`src/common/wid_regs.svh`:
```
// Purpose: Offsets, field positions, vectors and reset values of the wake/interrupt dispatch
// Assumes: Byte-wide register port with a 4-bit word address
// Notes:   Definitions only
`ifndef WID_REGS_SVH
`define WID_REGS_SVH

// Register port widths and source count
`define WID_ADDR_W        4
`define WID_DATA_W        8
`define WID_SRC_COUNT     6

// Register offsets
`define WID_OFS_CTRL      4'h0
`define WID_OFS_MASK      4'h1
`define WID_OFS_FLAG      4'h2
`define WID_OFS_STATUS    4'h3

// Control fields
`define WID_CTRL_CMP_WAKE 0
`define WID_CTRL_WDT_ON   1

// Source positions in mask and flag registers
`define WID_SRC_CMP       0
`define WID_SRC_HP        1
`define WID_SRC_LP        2
`define WID_SRC_AUX1      3
`define WID_SRC_AUX2      4
`define WID_SRC_AUX3      5
`define WID_AUX_COUNT     3

// Status fields
`define WID_STAT_SLEEP    0
`define WID_STAT_GIE      1
`define WID_STAT_CLK_STOP 2

// Program addresses
`define WID_VEC_CMP       8'h0F
`define WID_VEC_HP        8'h12
`define WID_VEC_LP        8'h15
`define WID_VEC_AUX1      8'h18
`define WID_VEC_AUX2      8'h1B
`define WID_VEC_AUX3      8'h1E
`define WID_VEC_RESET     8'h00

// Reset values
`define WID_MASK_RST      6'h00
`define WID_FLAG_RST      6'h00

`endif

```
`src/common/wid_pkg.sv`:
```
// Purpose: Types of the wake/interrupt dispatch
// Assumes: wid_regs.svh supplies widths
// Notes:   State structs are registered whole
`include "wid_regs.svh"

package wid_pkg;

   // Dispatcher modes
   typedef enum logic [1:0] {
      WID_NORMAL,
      WID_SLEEP,
      WID_WDT_WAKE
   } wid_state_t;

   // Main dispatcher state
   typedef struct packed {
      wid_state_t                 state;
      logic                       gie;
      logic                       cmp_wake_en;
      logic                       watchdog_on;
      logic [`WID_SRC_COUNT-1:0]  mask;
      logic [`WID_DATA_W-1:0]     rdata;
      logic                       wake;
      logic                       vec_req;
      logic [`WID_DATA_W-1:0]     vec_addr;
      logic                       rst_req;
   } wid_core_st_t;

   // Flag bank state
   typedef struct packed {
      logic [`WID_SRC_COUNT-1:0]  flags;
   } wid_flag_st_t;

endpackage : wid_pkg

```
`src/verilog/wid_flag_bank.sv`:
```
// Purpose: Sticky source flags, set by events, cleared by software
// Assumes: Set and clear are one-cycle pulses
// Notes:   Set wins over a clear in the same cycle
`timescale 1ns/1ns
`default_nettype none
`include "wid_regs.svh"

module wid_flag_bank (
   // Clock and reset
   input  wire logic                      i_clock,
   input  wire logic                      i_resetn,
   // Flag control
   input  wire logic [`WID_SRC_COUNT-1:0] i_set,
   input  wire logic [`WID_SRC_COUNT-1:0] i_clr,
   output logic      [`WID_SRC_COUNT-1:0] o_flags
);

   wid_pkg::wid_flag_st_t r;
   wid_pkg::wid_flag_st_t n;

   // Hold until cleared, set has priority
   always_comb begin
      n = r;
      n.flags = (r.flags & ~i_clr) | i_set;
   end

   // State register
   always_ff @(posedge i_clock or negedge i_resetn) begin
      if (!i_resetn) begin
         r.flags <= `WID_FLAG_RST;
      end else begin
         r <= n;
      end
   end

   assign o_flags = r.flags;

endmodule : wid_flag_bank
`default_nettype wire

```
`src/verilog/wid_vector_select.sv`:
```
// Purpose: Pick the pending source with the lowest vector
// Assumes: Pending bits are already masked
// Notes:   Purely combinational
`timescale 1ns/1ns
`default_nettype none
`include "wid_regs.svh"

module wid_vector_select (
   // Pending sources
   input  wire logic [`WID_SRC_COUNT-1:0] i_pending,
   // Selection
   output logic                           o_any,
   output logic      [`WID_DATA_W-1:0]    o_addr
);

   // Vector of one source position
   function automatic logic [`WID_DATA_W-1:0] vec_of(input int idx);
      case (idx)
         `WID_SRC_CMP:  vec_of = `WID_VEC_CMP;
         `WID_SRC_HP:   vec_of = `WID_VEC_HP;
         `WID_SRC_LP:   vec_of = `WID_VEC_LP;
         `WID_SRC_AUX1: vec_of = `WID_VEC_AUX1;
         `WID_SRC_AUX2: vec_of = `WID_VEC_AUX2;
         default:       vec_of = `WID_VEC_AUX3;
      endcase
   endfunction : vec_of

   // Lowest position wins
   always_comb begin
      o_addr = `WID_VEC_RESET;
      for (int i = `WID_SRC_COUNT - 1; i >= 0; i--) begin
         if (i_pending[i]) begin
            o_addr = vec_of(i);
         end
      end
   end

   assign o_any = |i_pending;

endmodule : wid_vector_select
`default_nettype wire

```
`src/verilog/wid_dispatch.sv`:
```
// Purpose: Wake-up and interrupt dispatch for comparator, pulse-width, aux timer, watchdog
// Assumes: Core pulses sleep and global enable ops; source events are one-cycle pulses
// Notes:   Registers on a byte port, read data one cycle after the read strobe
//
// Implementation choices: the register addresses and the plain strobed port.
`timescale 1ns/1ns
`default_nettype none
`include "wid_regs.svh"

module wid_dispatch (
   // Clock and reset
   input  wire logic                      i_clock,
   input  wire logic                      i_resetn,
   // Register port
   input  wire logic [`WID_ADDR_W-1:0]    i_addr,
   input  wire logic [`WID_DATA_W-1:0]    i_wdata,
   input  wire logic                      i_wr,
   input  wire logic                      i_rd,
   output logic      [`WID_DATA_W-1:0]    o_rdata,
   // Core sequencer
   input  wire logic                      i_sleep_cmd,
   input  wire logic                      i_global_int_on_op,
   input  wire logic                      i_global_int_off_op,
   output logic                           o_wake,
   output logic                           o_vector_req,
   output logic      [`WID_DATA_W-1:0]    o_vector_addr,
   output logic                           o_reset_req,
   output logic                           o_clocks_stopped,
   output logic                           o_sleeping,
   output logic                           o_global_int,
   // Event sources
   input  wire logic                      i_cmp_change,
   input  wire logic                      i_high_pulse_underflow,
   input  wire logic                      i_low_pulse_underflow,
   input  wire logic [`WID_AUX_COUNT-1:0] i_aux_timer_ovf,
   input  wire logic                      i_watchdog_timeout
);

   wid_pkg::wid_core_st_t r;
   wid_pkg::wid_core_st_t n;

   logic                      sleep_now;
   logic                      awake;
   logic                      wdt_fire;
   logic [`WID_SRC_COUNT-1:0] flag_set;
   logic [`WID_SRC_COUNT-1:0] flag_clr;
   logic [`WID_SRC_COUNT-1:0] flags;
   logic [`WID_SRC_COUNT-1:0] pending;
   logic                      any_pending;
   logic [`WID_DATA_W-1:0]    sel_addr;

   // Mode decode
   assign sleep_now = (r.state == wid_pkg::WID_SLEEP);
   assign awake     = (r.state == wid_pkg::WID_NORMAL);
   assign wdt_fire  = r.watchdog_on & i_watchdog_timeout;

   // Flag setting per source
   assign flag_set[`WID_SRC_CMP] = i_cmp_change & r.mask[`WID_SRC_CMP]
                                   & (sleep_now | awake);
   assign flag_set[`WID_SRC_HP]  = i_high_pulse_underflow & r.mask[`WID_SRC_HP]
                                   & awake;
   assign flag_set[`WID_SRC_LP]  = i_low_pulse_underflow & r.mask[`WID_SRC_LP]
                                   & awake;
   assign flag_set[`WID_SRC_AUX1 +: `WID_AUX_COUNT] =
          i_aux_timer_ovf & r.mask[`WID_SRC_AUX1 +: `WID_AUX_COUNT]
          & {`WID_AUX_COUNT{awake}};

   // Write one to clear
   assign flag_clr = (i_wr && (i_addr == `WID_OFS_FLAG)) ?
                     i_wdata[`WID_SRC_COUNT-1:0] : `WID_FLAG_RST;

   // Sticky flags
   wid_flag_bank u_flags (
      .i_clock  (i_clock),
      .i_resetn (i_resetn),
      .i_set    (flag_set),
      .i_clr    (flag_clr),
      .o_flags  (flags)
   );

   assign pending = flags & r.mask;

   // Vector choice
   wid_vector_select u_select (
      .i_pending (pending),
      .o_any     (any_pending),
      .o_addr    (sel_addr)
   );

   // Next state
   always_comb begin
      n = r;
      n.wake    = 1'b0;
      n.vec_req = 1'b0;
      n.rst_req = 1'b0;
      n.rdata   = '0;

      // Global enable ops
      if (i_global_int_on_op) begin
         n.gie = 1'b1;
      end else if (i_global_int_off_op) begin
         n.gie = 1'b0;
      end

      // Register writes
      if (i_wr) begin
         if (i_addr == `WID_OFS_CTRL) begin
            n.cmp_wake_en = i_wdata[`WID_CTRL_CMP_WAKE];
            n.watchdog_on = i_wdata[`WID_CTRL_WDT_ON];
         end else if (i_addr == `WID_OFS_MASK) begin
            n.mask = i_wdata[`WID_SRC_COUNT-1:0];
         end
      end

      // Register reads, unmapped reads give zero
      if (i_rd) begin
         if (i_addr == `WID_OFS_CTRL) begin
            n.rdata[`WID_CTRL_CMP_WAKE] = r.cmp_wake_en;
            n.rdata[`WID_CTRL_WDT_ON]   = r.watchdog_on;
         end else if (i_addr == `WID_OFS_MASK) begin
            n.rdata[`WID_SRC_COUNT-1:0] = r.mask;
         end else if (i_addr == `WID_OFS_FLAG) begin
            n.rdata[`WID_SRC_COUNT-1:0] = flags;
         end else if (i_addr == `WID_OFS_STATUS) begin
            n.rdata[`WID_STAT_SLEEP]    = sleep_now;
            n.rdata[`WID_STAT_GIE]      = r.gie;
            n.rdata[`WID_STAT_CLK_STOP] = sleep_now;
         end
      end

      // Mode sequencing
      case (r.state)
         wid_pkg::WID_NORMAL: begin
            if (wdt_fire) begin
               n.rst_req  = 1'b1;
               n.vec_addr = `WID_VEC_RESET;
               n.gie      = 1'b0;
            end else if (r.gie && any_pending && !r.vec_req) begin
               n.vec_req  = 1'b1;
               n.vec_addr = sel_addr;
               n.gie      = 1'b0;
            end else if (i_sleep_cmd) begin
               n.state = wid_pkg::WID_SLEEP;
            end
         end
         wid_pkg::WID_SLEEP: begin
            if (wdt_fire) begin
               n.wake  = 1'b1;
               n.state = wid_pkg::WID_WDT_WAKE;
            end else if (i_cmp_change && r.cmp_wake_en) begin
               n.wake  = 1'b1;
               n.state = wid_pkg::WID_NORMAL;
            end
         end
         wid_pkg::WID_WDT_WAKE: begin
            n.rst_req  = 1'b1;
            n.vec_addr = `WID_VEC_RESET;
            n.gie      = 1'b0;
            n.state    = wid_pkg::WID_NORMAL;
         end
         default: begin
            n.state = wid_pkg::WID_NORMAL;
         end
      endcase
   end

   // State register
   always_ff @(posedge i_clock or negedge i_resetn) begin
      if (!i_resetn) begin
         r.state       <= wid_pkg::WID_NORMAL;
         r.gie         <= 1'b0;
         r.cmp_wake_en <= 1'b0;
         r.watchdog_on <= 1'b0;
         r.mask        <= `WID_MASK_RST;
         r.rdata       <= '0;
         r.wake        <= 1'b0;
         r.vec_req     <= 1'b0;
         r.vec_addr    <= `WID_VEC_RESET;
         r.rst_req     <= 1'b0;
      end else begin
         r <= n;
      end
   end

   // Outputs
   assign o_rdata          = r.rdata;
   assign o_wake           = r.wake;
   assign o_vector_req     = r.vec_req;
   assign o_vector_addr    = r.vec_addr;
   assign o_reset_req      = r.rst_req;
   assign o_clocks_stopped = (r.state == wid_pkg::WID_SLEEP);
   assign o_sleeping       = (r.state == wid_pkg::WID_SLEEP);
   assign o_global_int     = r.gie;

   // Quiet comparator in sleep
   chk_cmp_quiet: assert property (@(posedge i_clock) disable iff (!i_resetn)
      (sleep_now && i_cmp_change && !r.cmp_wake_en && !r.mask[`WID_SRC_CMP]
       && !wdt_fire)
      |=> !o_wake && o_sleeping && !(flags[`WID_SRC_CMP] && !$past(flags[`WID_SRC_CMP])))
      else $error("comparator acted with wake and enable off");

   chk_cmp_flag_only: assert property (@(posedge i_clock) disable iff (!i_resetn)
      (sleep_now && i_cmp_change && !r.cmp_wake_en && r.mask[`WID_SRC_CMP]
       && !wdt_fire)
      |=> flags[`WID_SRC_CMP] && !o_wake && o_sleeping)
      else $error("comparator flag-only case wrong");

   chk_cmp_wake: assert property (@(posedge i_clock) disable iff (!i_resetn)
      (sleep_now && i_cmp_change && r.cmp_wake_en && !r.mask[`WID_SRC_CMP]
       && !wdt_fire)
      |=> o_wake && !o_sleeping && !o_vector_req)
      else $error("comparator wake without flag wrong");

   chk_cmp_wake_flag: assert property (@(posedge i_clock) disable iff (!i_resetn)
      (sleep_now && i_cmp_change && r.cmp_wake_en && r.mask[`WID_SRC_CMP]
       && !wdt_fire)
      |=> o_wake && flags[`WID_SRC_CMP] && !o_clocks_stopped)
      else $error("comparator wake with flag wrong");

   chk_cmp_vector: assert property (@(posedge i_clock) disable iff (!i_resetn)
      (i_cmp_change && r.mask[`WID_SRC_CMP] && r.gie && !i_global_int_off_op
       && !wdt_fire && !r.vec_req && (pending == `WID_FLAG_RST)
       && (awake || (sleep_now && r.cmp_wake_en)))
      |-> ##[1:3] (o_vector_req && (o_vector_addr == `WID_VEC_CMP)))
      else $error("comparator vector not taken");

   chk_sleep_clocks: assert property (@(posedge i_clock) disable iff (!i_resetn)
      (awake && i_sleep_cmd && !wdt_fire && !(r.gie && any_pending) && !r.vec_req)
      |=> o_clocks_stopped && o_sleeping)
      else $error("clocks not stopped in sleep");

   chk_norm_no_flag: assert property (@(posedge i_clock) disable iff (!i_resetn)
      (awake && i_cmp_change && !r.mask[`WID_SRC_CMP])
      |=> !(flags[`WID_SRC_CMP] && !$past(flags[`WID_SRC_CMP])))
      else $error("comparator flag set while disabled");

   chk_timer_no_wake: assert property (@(posedge i_clock) disable iff (!i_resetn)
      (sleep_now && !i_cmp_change && !wdt_fire)
      |=> !o_wake && o_sleeping)
      else $error("timer event woke the device");

   chk_aux_flag: assert property (@(posedge i_clock) disable iff (!i_resetn)
      (awake && (flag_set[`WID_SRC_AUX1 +: `WID_AUX_COUNT] != '0))
      |=> ((flags[`WID_SRC_AUX1 +: `WID_AUX_COUNT]
            & $past(flag_set[`WID_SRC_AUX1 +: `WID_AUX_COUNT]))
           == $past(flag_set[`WID_SRC_AUX1 +: `WID_AUX_COUNT])))
      else $error("aux timer flag not set");

   chk_vec_gated: assert property (@(posedge i_clock) disable iff (!i_resetn)
      o_vector_req |-> $past(r.gie) && !o_global_int)
      else $error("vector without global enable");

   chk_wdt_reset: assert property (@(posedge i_clock) disable iff (!i_resetn)
      (sleep_now && wdt_fire)
      |=> o_wake ##1 (o_reset_req && (o_vector_addr == `WID_VEC_RESET)))
      else $error("watchdog sleep reset sequence wrong");

   // Watchdog in normal mode, and while switched off
   chk_wdt_normal: assert property (@(posedge i_clock) disable iff (!i_resetn)
      (awake && wdt_fire)
      |=> o_reset_req && !o_vector_req && (o_vector_addr == `WID_VEC_RESET)
          && !o_global_int)
      else $error("watchdog reset in normal mode wrong");

   chk_wdt_off: assert property (@(posedge i_clock) disable iff (!i_resetn)
      (awake && i_watchdog_timeout && !r.watchdog_on)
      |=> !o_reset_req && !o_wake)
      else $error("watchdog acted while switched off");

   // Fixed vector per timer source, lower vectors idle
   chk_hp_vector: assert property (@(posedge i_clock) disable iff (!i_resetn)
      (awake && r.gie && !r.vec_req && !wdt_fire && pending[`WID_SRC_HP]
       && !pending[`WID_SRC_CMP])
      |=> o_vector_req && (o_vector_addr == `WID_VEC_HP))
      else $error("high pulse vector wrong");

   chk_lp_vector: assert property (@(posedge i_clock) disable iff (!i_resetn)
      (awake && r.gie && !r.vec_req && !wdt_fire && pending[`WID_SRC_LP]
       && (pending[`WID_SRC_HP:`WID_SRC_CMP] == '0))
      |=> o_vector_req && (o_vector_addr == `WID_VEC_LP))
      else $error("low pulse vector wrong");

   chk_aux1_vector: assert property (@(posedge i_clock) disable iff (!i_resetn)
      (awake && r.gie && !r.vec_req && !wdt_fire && pending[`WID_SRC_AUX1]
       && (pending[`WID_SRC_LP:`WID_SRC_CMP] == '0))
      |=> o_vector_req && (o_vector_addr == `WID_VEC_AUX1))
      else $error("aux timer 1 vector wrong");

   chk_aux2_vector: assert property (@(posedge i_clock) disable iff (!i_resetn)
      (awake && r.gie && !r.vec_req && !wdt_fire && pending[`WID_SRC_AUX2]
       && (pending[`WID_SRC_AUX1:`WID_SRC_CMP] == '0))
      |=> o_vector_req && (o_vector_addr == `WID_VEC_AUX2))
      else $error("aux timer 2 vector wrong");

   chk_aux3_vector: assert property (@(posedge i_clock) disable iff (!i_resetn)
      (awake && r.gie && !r.vec_req && !wdt_fire && pending[`WID_SRC_AUX3]
       && (pending[`WID_SRC_AUX2:`WID_SRC_CMP] == '0))
      |=> o_vector_req && (o_vector_addr == `WID_VEC_AUX3))
      else $error("aux timer 3 vector wrong");

endmodule : wid_dispatch
`default_nettype wire

```
`config.mk`:
```
export PLATFORM = sky130hd
export DESIGN_NAME = wid_dispatch
export DESIGN_NICKNAME = d
export VERILOG_FILES = /design/src/common/wid_pkg.sv /design/src/verilog/wid_flag_bank.sv /design/src/verilog/wid_vector_select.sv /design/src/verilog/wid_dispatch.sv
export VERILOG_INCLUDE_DIRS = /design/src /design/src/common
export SDC_FILE = /design/constraint.sdc
export NUM_CORES = 1
export LEC_CHECK = 0
export BUFFER_PORTS_ARGS = -buffer_cell sky130_fd_sc_hd__buf_4
export CAP_MARGIN = 20
export CORE_AREA = 4 4 73 58
export CTS_CLUSTER_DIAMETER = 60
export DETAILED_ROUTE_END_ITERATION = 12
export DIE_AREA = 0 0 77 62
export PLACE_DENSITY = 0.73
export SYNTH_ARGS = -nofsm -noshare
export SYNTH_HDL_FRONTEND = slang
export SYNTH_SLANG_ARGS = --single-unit
```
`constraint.sdc`:
```
create_clock -name i_clock -period 1.6 [get_ports i_clock]
set_input_delay 0 -clock i_clock [delete_from_list [all_inputs] [get_ports i_clock]]
set_output_delay 0 -clock i_clock [all_outputs]
set_load 0.05 [all_outputs]
```
==> impl_results.md, run 1 <==
* Outcome: complete, no violations
* ANT cells at 0
* 1st-iter DRT viols at 92
* Required time worst endpoint at 1820 ps
* Area delta synth->final at 40.26%
* # fillers at 293
* Drc violations at 0
* Num CTS Buffers at 5
* Routability Congestion at 0.8010
* Synth Warn # at 0
* Vias in the first global route at 1256
* CTS root buf: clkbuf_8
* Post-route cell area at 2153 um2
* Power density cells at 1603 nW/um2
* Nature of the critical path startpoint: register
* Clock Skews at 4.437 ps
* CP Max Fanout at 6
* Die Width at 77 um
* Synth Area in Adders at 0%
* Initial Util at 43.34%
* First-pass GRT wire length at 5823 um
* Sequential cell area at 775.7 um2
* Post-synthesis mux area share at 7.253%
* Final ANT Viol Nets at 0
* Biggest area consumer among synthesized cells: dfrtp_1
* Sequential area share after synthesis at 50.53%
* Final period util at 97.86%
* Cells after DPL at 223
* Core Footprint at 3542 um2
* Die height at 62 um
* Routed wire per std cell at 14.46 um
* Fin cells at 250
* Top cells by area, synth: dfrtp_1 51%, buf_4 8.3%, mux2_2 6.6%
* Placed cell area at 1864 um2
* Kind of end point of the critical path: register
* Crit path DAT at 1780 ps
* Top-area cell type share of the netlist area at 50.53%
* XOR/XNOR Fraction of Synth Area at 0%
* Post-Syn Area at 1535 um2
* Final hold slack at 10.93 ps
* CP Class: register to register
* Worst-skew pair later-pin latency at 280 ps
* Vias per cell at 5.164
* Setup violators final at 0
* Post-synth ARST share at 100.0%
* Pin count of the biggest net entering global routing at 32
* Total Die Area at 4774 um2
* Max H-tree Level at 2
* Via count at 1291
* Power Internal at 2.094 mW
* CTS clk-pin slew, worst paths at 60 ps
* Leakage power at 1.027 nW
* RSZ-0062 raised after global routing: yes
* Grt ovf at 0
* Final core utilization at 60.79%
* Comb pwr share at 48.2%
* Multi-input logic area at 640.6 um2
* Hold Vio Cnt, Final at 0
* Post-Synth Simple-Gate Area at 14.83%
* Max Fclk at 638.7 MHz
* Count of different cell masters after synthesis at 37
* Sequential power share at 32.8%
* Initial antenna violation count at 0
* Clock sink count at 31
* Detailed Route WL at 3614 um
* Hold crit path type: input pin to register
* IO Count at 48
* Max clock buf depth at 2
* VDD IR max at 0.0008850 V
* Syn Inst Count at 143
* Layout cells sized above 1 at 40.38%
* Fin nets at 233
* Synthesis-stage register bit count at 31
* NetSw at 1.358 mW
* Router iterations before antenna repair at 5
* Syn_area_per_cell at 10.74 um2
* Sw Share at 39.33%
* GRT Util Overall at 16.36%
* Clock power frac at 19.0%
* DPL Wire Length at 2681 um
* Fin crit period at 1566 ps
* Num rows at 19
* Synth Area in Compound Gates at 18.01%
* Max Cap Violations at 0
* CTS tree: done
* Post-synth EDFFs at 0
* Fin. max-slew vios at 0
* Port bufs at 40
* Largest family of logic cells by synthesized area: compound AO/OA/AOI/OAI gates
* Most used DFF post-synth: dfrtp_1
-- state kept, by name, indices dropped and copies added (netlist names) --
signal,count
r,10
o_rdata,6
o_vector_addr,5
o_reset_req,1
o_global_int,1
o_vector_req,1
u_flags.o_flags,6
o_wake,1
-- critical path, cell delays in order (launching register included) --
cell and delay [ps]:
dfrtp_1 410, a222oi_1 440, a21boi_1 180, o21bai_2 270, a22o_2 200
-- final cells by class --
cell class,count,share of cell area (%)
Clock buffer,8,4.648
Inverter,1,0.1743
Multi-Input combinational cell,96,29.75
Sequential cell,31,36.03
Tap cell,42,2.440
Timing Repair Buffer,72,26.96
-- path summary, 6_finish.rpt --
check                           slack, ps                         start  depth (start not counted)                           end
max in group asynchronous            1120                      i_resetn                          2             r[22]$_DFFE_PN0P_
worst max register to register         30  u_flags.o_flags[1]$_DFF_PN0_                          4  o_vector_addr[0]$_DFFE_PN0P_
worst min register to register        510  o_vector_addr[4]$_DFFE_PN0P_                          1  o_vector_addr[4]$_DFFE_PN0P_
min in group asynchronous             190                      i_resetn                          2          o_rdata[0]$_DFF_PN0_
worst max-delay path                   30  u_flags.o_flags[1]$_DFF_PN0_                          4  o_vector_addr[0]$_DFFE_PN0P_
worst min-delay path                   10            i_watchdog_timeout                          3         o_reset_req$_DFF_PN0_
-- power groups by stage --
stage / clock network, mW / registers (mW) / logic (mW)
after global placement: 0 / 1.13 / 1.56
after floorplan: 0 / 1.28 / 0.985
final: 0.655 / 1.13 / 1.66
after global routing: 0.718 / 1.16 / 1.80
after CTS: 0.682 / 1.13 / 1.62
after detailed placement: 0 / 1.14 / 1.58
-- synth_stat cells (2+ instances only) --
| master | n |
|---|---|
| nand2_1 | 20 |
| a21oi_1 | 3 |
| o21ai_0 | 5 |
| a22o_2 | 4 |
| mux2_2 | 9 |
| nand3_1 | 6 |
| a222oi_1 | 2 |
| nor2b_1 | 3 |
| a22oi_1 | 4 |
| buf_4 | 17 |
| dfrtp_1 | 31 |
| a32o_1 | 6 |
| nor2_1 | 8 |
| or2b_2 | 2 |
-- placed cells by master, fill, tap and decap left out, types with 3 or more instances in the layout --
cell type and n:
a21oi_1 3, a22o_2 4, a22oi_1 4, a32o_1 6
buf_4 56, clkbuf_8 7, conb_1 5, dfrtp_1 31
dlygate4sd3_1 16, mux2_2 9, nand2_1 20, nand3_1 6
nor2_1 8, nor2b_1 3, o21ai_0 5
-- timing repair --
item                                    CTS  global route
resized for setup                         0             2
endpoints found under the hold margin    49             0
hold buffers                             16             0
endpoints found under the setup margin    0             7
buffers inserted                          0             3
-- metrics by stage --
stage	TNS [ps]	total power, mW	setup WS [ps]
2_1_floorplan	0	2.264	2.042
3_3_place_gp	0	2.697	99.10
3_5_place_dp	0	2.726	69.46
4_1_cts	0	3.433	41.43
5_1_grt	-619.2	3.673	-109.9
6_report	0	3.452	34.23
-- routing by layer --
metal  GRT usage (%)  wire (um)
met5               0          0
met4           6.599         50
met3           5.908        231
met2           28.04       1718
met1           19.37       1614
-- cells by family after synthesis --
family / Yosys count
AOI/OAI and AO/OA: 34
buffers and inverters: 20
DFF: 31
muxes: 10
other: 1
and+or+nand+nor: 47
(Power assumes the default switching activity.)
==> run 2: changes to the inputs <==
--- a/config.mk
+++ b/config.mk
@@ -8,10 +8,10 @@
 export LEC_CHECK = 0
 export BUFFER_PORTS_ARGS = -buffer_cell sky130_fd_sc_hd__buf_4
 export CAP_MARGIN = 20
-export CORE_AREA = 4 4 73 58
+export CORE_AREA = 2 2 71 56
 export CTS_CLUSTER_DIAMETER = 60
 export DETAILED_ROUTE_END_ITERATION = 12
-export DIE_AREA = 0 0 77 62
+export DIE_AREA = 0 0 73 58
 export PLACE_DENSITY = 0.73
 export SYNTH_ARGS = -nofsm -noshare
 export SYNTH_HDL_FRONTEND = slang
==> run 2 against run 1 <==
Power fell by 2.2%. Die area shrank 11%. Clock skew barely moved. Clock power decreased by 5.6%. Utilization down 0.71 points. Sequential share of layout area grew 0.42 points. Flip-flop and latch count unchanged. Final area is 1.2% lower. Setup slack got worse by 7.8 ps. Wire length down 2.2%. Combinational power barely moved. Highest routed layer unchanged.
==> impl_results.md, run 2 (synthesis gave the netlist of run 1 again) <==
* Most frequent cells in the layout: 53 x buf_4, 31 x dfrtp_1, 20 x nand2_1
* Die Width at 73 um
* Max clock buf depth at 2
* CP Class: register to register
* Leakage power at 1.013 nW
* Most flop-heavy register: r
* Clock sink count at 31
* Final core utilization at 60.08%
* Max reg flops at 10
* Num rows at 19
* Core Footprint at 3542 um2
* Layout cells sized above 1 at 39.51%
* Final setup margin at 26.47 ps
* Final period util at 98.35%
* Placed cell area at 1864 um2
* DPL Wire Length at 2590 um
* CTS root buf: clkbuf_8
* CTS tree: done
* Fin nets at 231
* Required time worst endpoint at 1830 ps
* Outcome: complete, no violations
* RSZ-0062 raised after global routing: yes
* Num CTS Buffers at 5
* VDD IR max at 0.001023 V
* Clock Skews at 4.747 ps
* Pre-CTS setup slack at 24.08 ps
* Total Die Area at 4234 um2
* CP Max Fanout at 6
* GRT Util Overall at 18.49%
* IO Count at 48
* Max H-tree Level at 2
* Initial Util at 43.34%
* Fin crit period at 1574 ps
* Hold crit path type: input pin to register
* Routed wire per std cell at 14.31 um
* Router iterations before antenna repair at 4
* Vias in the first global route at 1328
* Detailed Route WL at 3534 um
* Kind of end point of the critical path: register
* Crit path DAT at 1810 ps
* ANT cells at 0
* Setup violators final at 0
* Worst-skew pair later-pin latency at 290 ps
* Routability Congestion at 0.8711
* Grt ovf at 0
* CTS clk-pin slew, worst paths at 60 ps
* Drc violations at 0
* Vias per cell at 5.251
* Initial antenna violation count at 0
* Power density cells at 1587 nW/um2
* Commonest non-fill, non-tap cell in the layout: buf_4
* Fin Setup TNS at 0 ps
* Post-route cell area at 2128 um2
* First-pass GRT wire length at 5816 um
* Hold Vio Cnt, Final at 0
* Nature of the critical path startpoint: register
* Max Cap Violations at 0
* Die height at 58 um
* Final ANT Viol Nets at 0
* Fin. max-slew vios at 0
* Max Fclk at 635.5 MHz
* Area delta synth->final at 38.63%
* Via count at 1297
* Port bufs at 40
* 1st-iter DRT viols at 82
* Pin count of the biggest net entering global routing at 32
run 2: changes by cell type in the layout (fill, tap and decap cells not counted), sizes merged:
cell | before | now
clkinv | 0 | 1
buf | 56 | 53
dlygate4sd3 | 16 | 17
clkbuf | 8 | 6
run 2: through the flow:
stage	power [mW]	hold slack, ps	instances
final	3.378	9.197	247
after CTS	3.390	16.32	247
after global routing	3.572	24.72	247
after detailed placement	2.727	-42.18	223
after floorplan	2.264	-295.6	147
after global placement	2.694	-55.79	223
run 2: final timing paths:
check | end | slack, ps | from | cells after the start
setup / recovery | o_vector_addr[3]$_DFFE_PN0P_ | 30 | r[23]$_DFFE_PN0P_ | 5
hold / removal | o_rdata[2]$_DFF_PN0_ | 9 | i_addr[2] | 4
setup reg to reg | o_vector_addr[3]$_DFFE_PN0P_ | 30 | r[23]$_DFFE_PN0P_ | 5
hold reg to reg | u_flags.o_flags[0]$_DFF_PN0_ | 510 | r[29]$_DFFE_PN0P_ | 1
max in group asynchronous | o_vector_addr[3]$_DFFE_PN0P_ | 1140 | i_resetn | 2
min in group asynchronous | o_rdata[2]$_DFF_PN0_ | 190 | i_resetn | 2
run 2: critical path: stages, from the launching register on:
cell	delay [ps]
dfrtp_1	380
a222oi_1	370
buf_4	190
a21boi_1	100
o21bai_2	280
a22o_2	200
run 2: report_power, final:
part,internal (mW),switching (mW),total (mW)
Sequential,0.991,0.141,1.13
Combinational,0.682,0.946,1.63
Clock,0.336,0.282,0.618
Total,2.01,1.37,3.38
run 2: layout make-up:
type,count,area (um2)
sequential,31,775.7
timing repair buffer,70,568.0
multi-input combinational,96,640.6
tap,42,52.55
fill,312,1414
inverter,1,3.754
clock inverter,1,5.005
clock buffer,6,82.58
run 2: routing by layer:
metal  track usage, %  share of wire [%]  vias up
met5                0                  0        -
met2            28.83                 48       45
met3            7.478                6.2       10
met1            22.86                 43      621
met4            7.672                2.3        0
li1                 -                  -      621
run 2: repair_timing:
action | CTS | global route
hold buffers | 17 | 0
setup endpoints to repair | 0 | 5
buffers inserted | 0 | 0
resized for setup | 0 | 2
hold endpoints to repair | 50 | 0
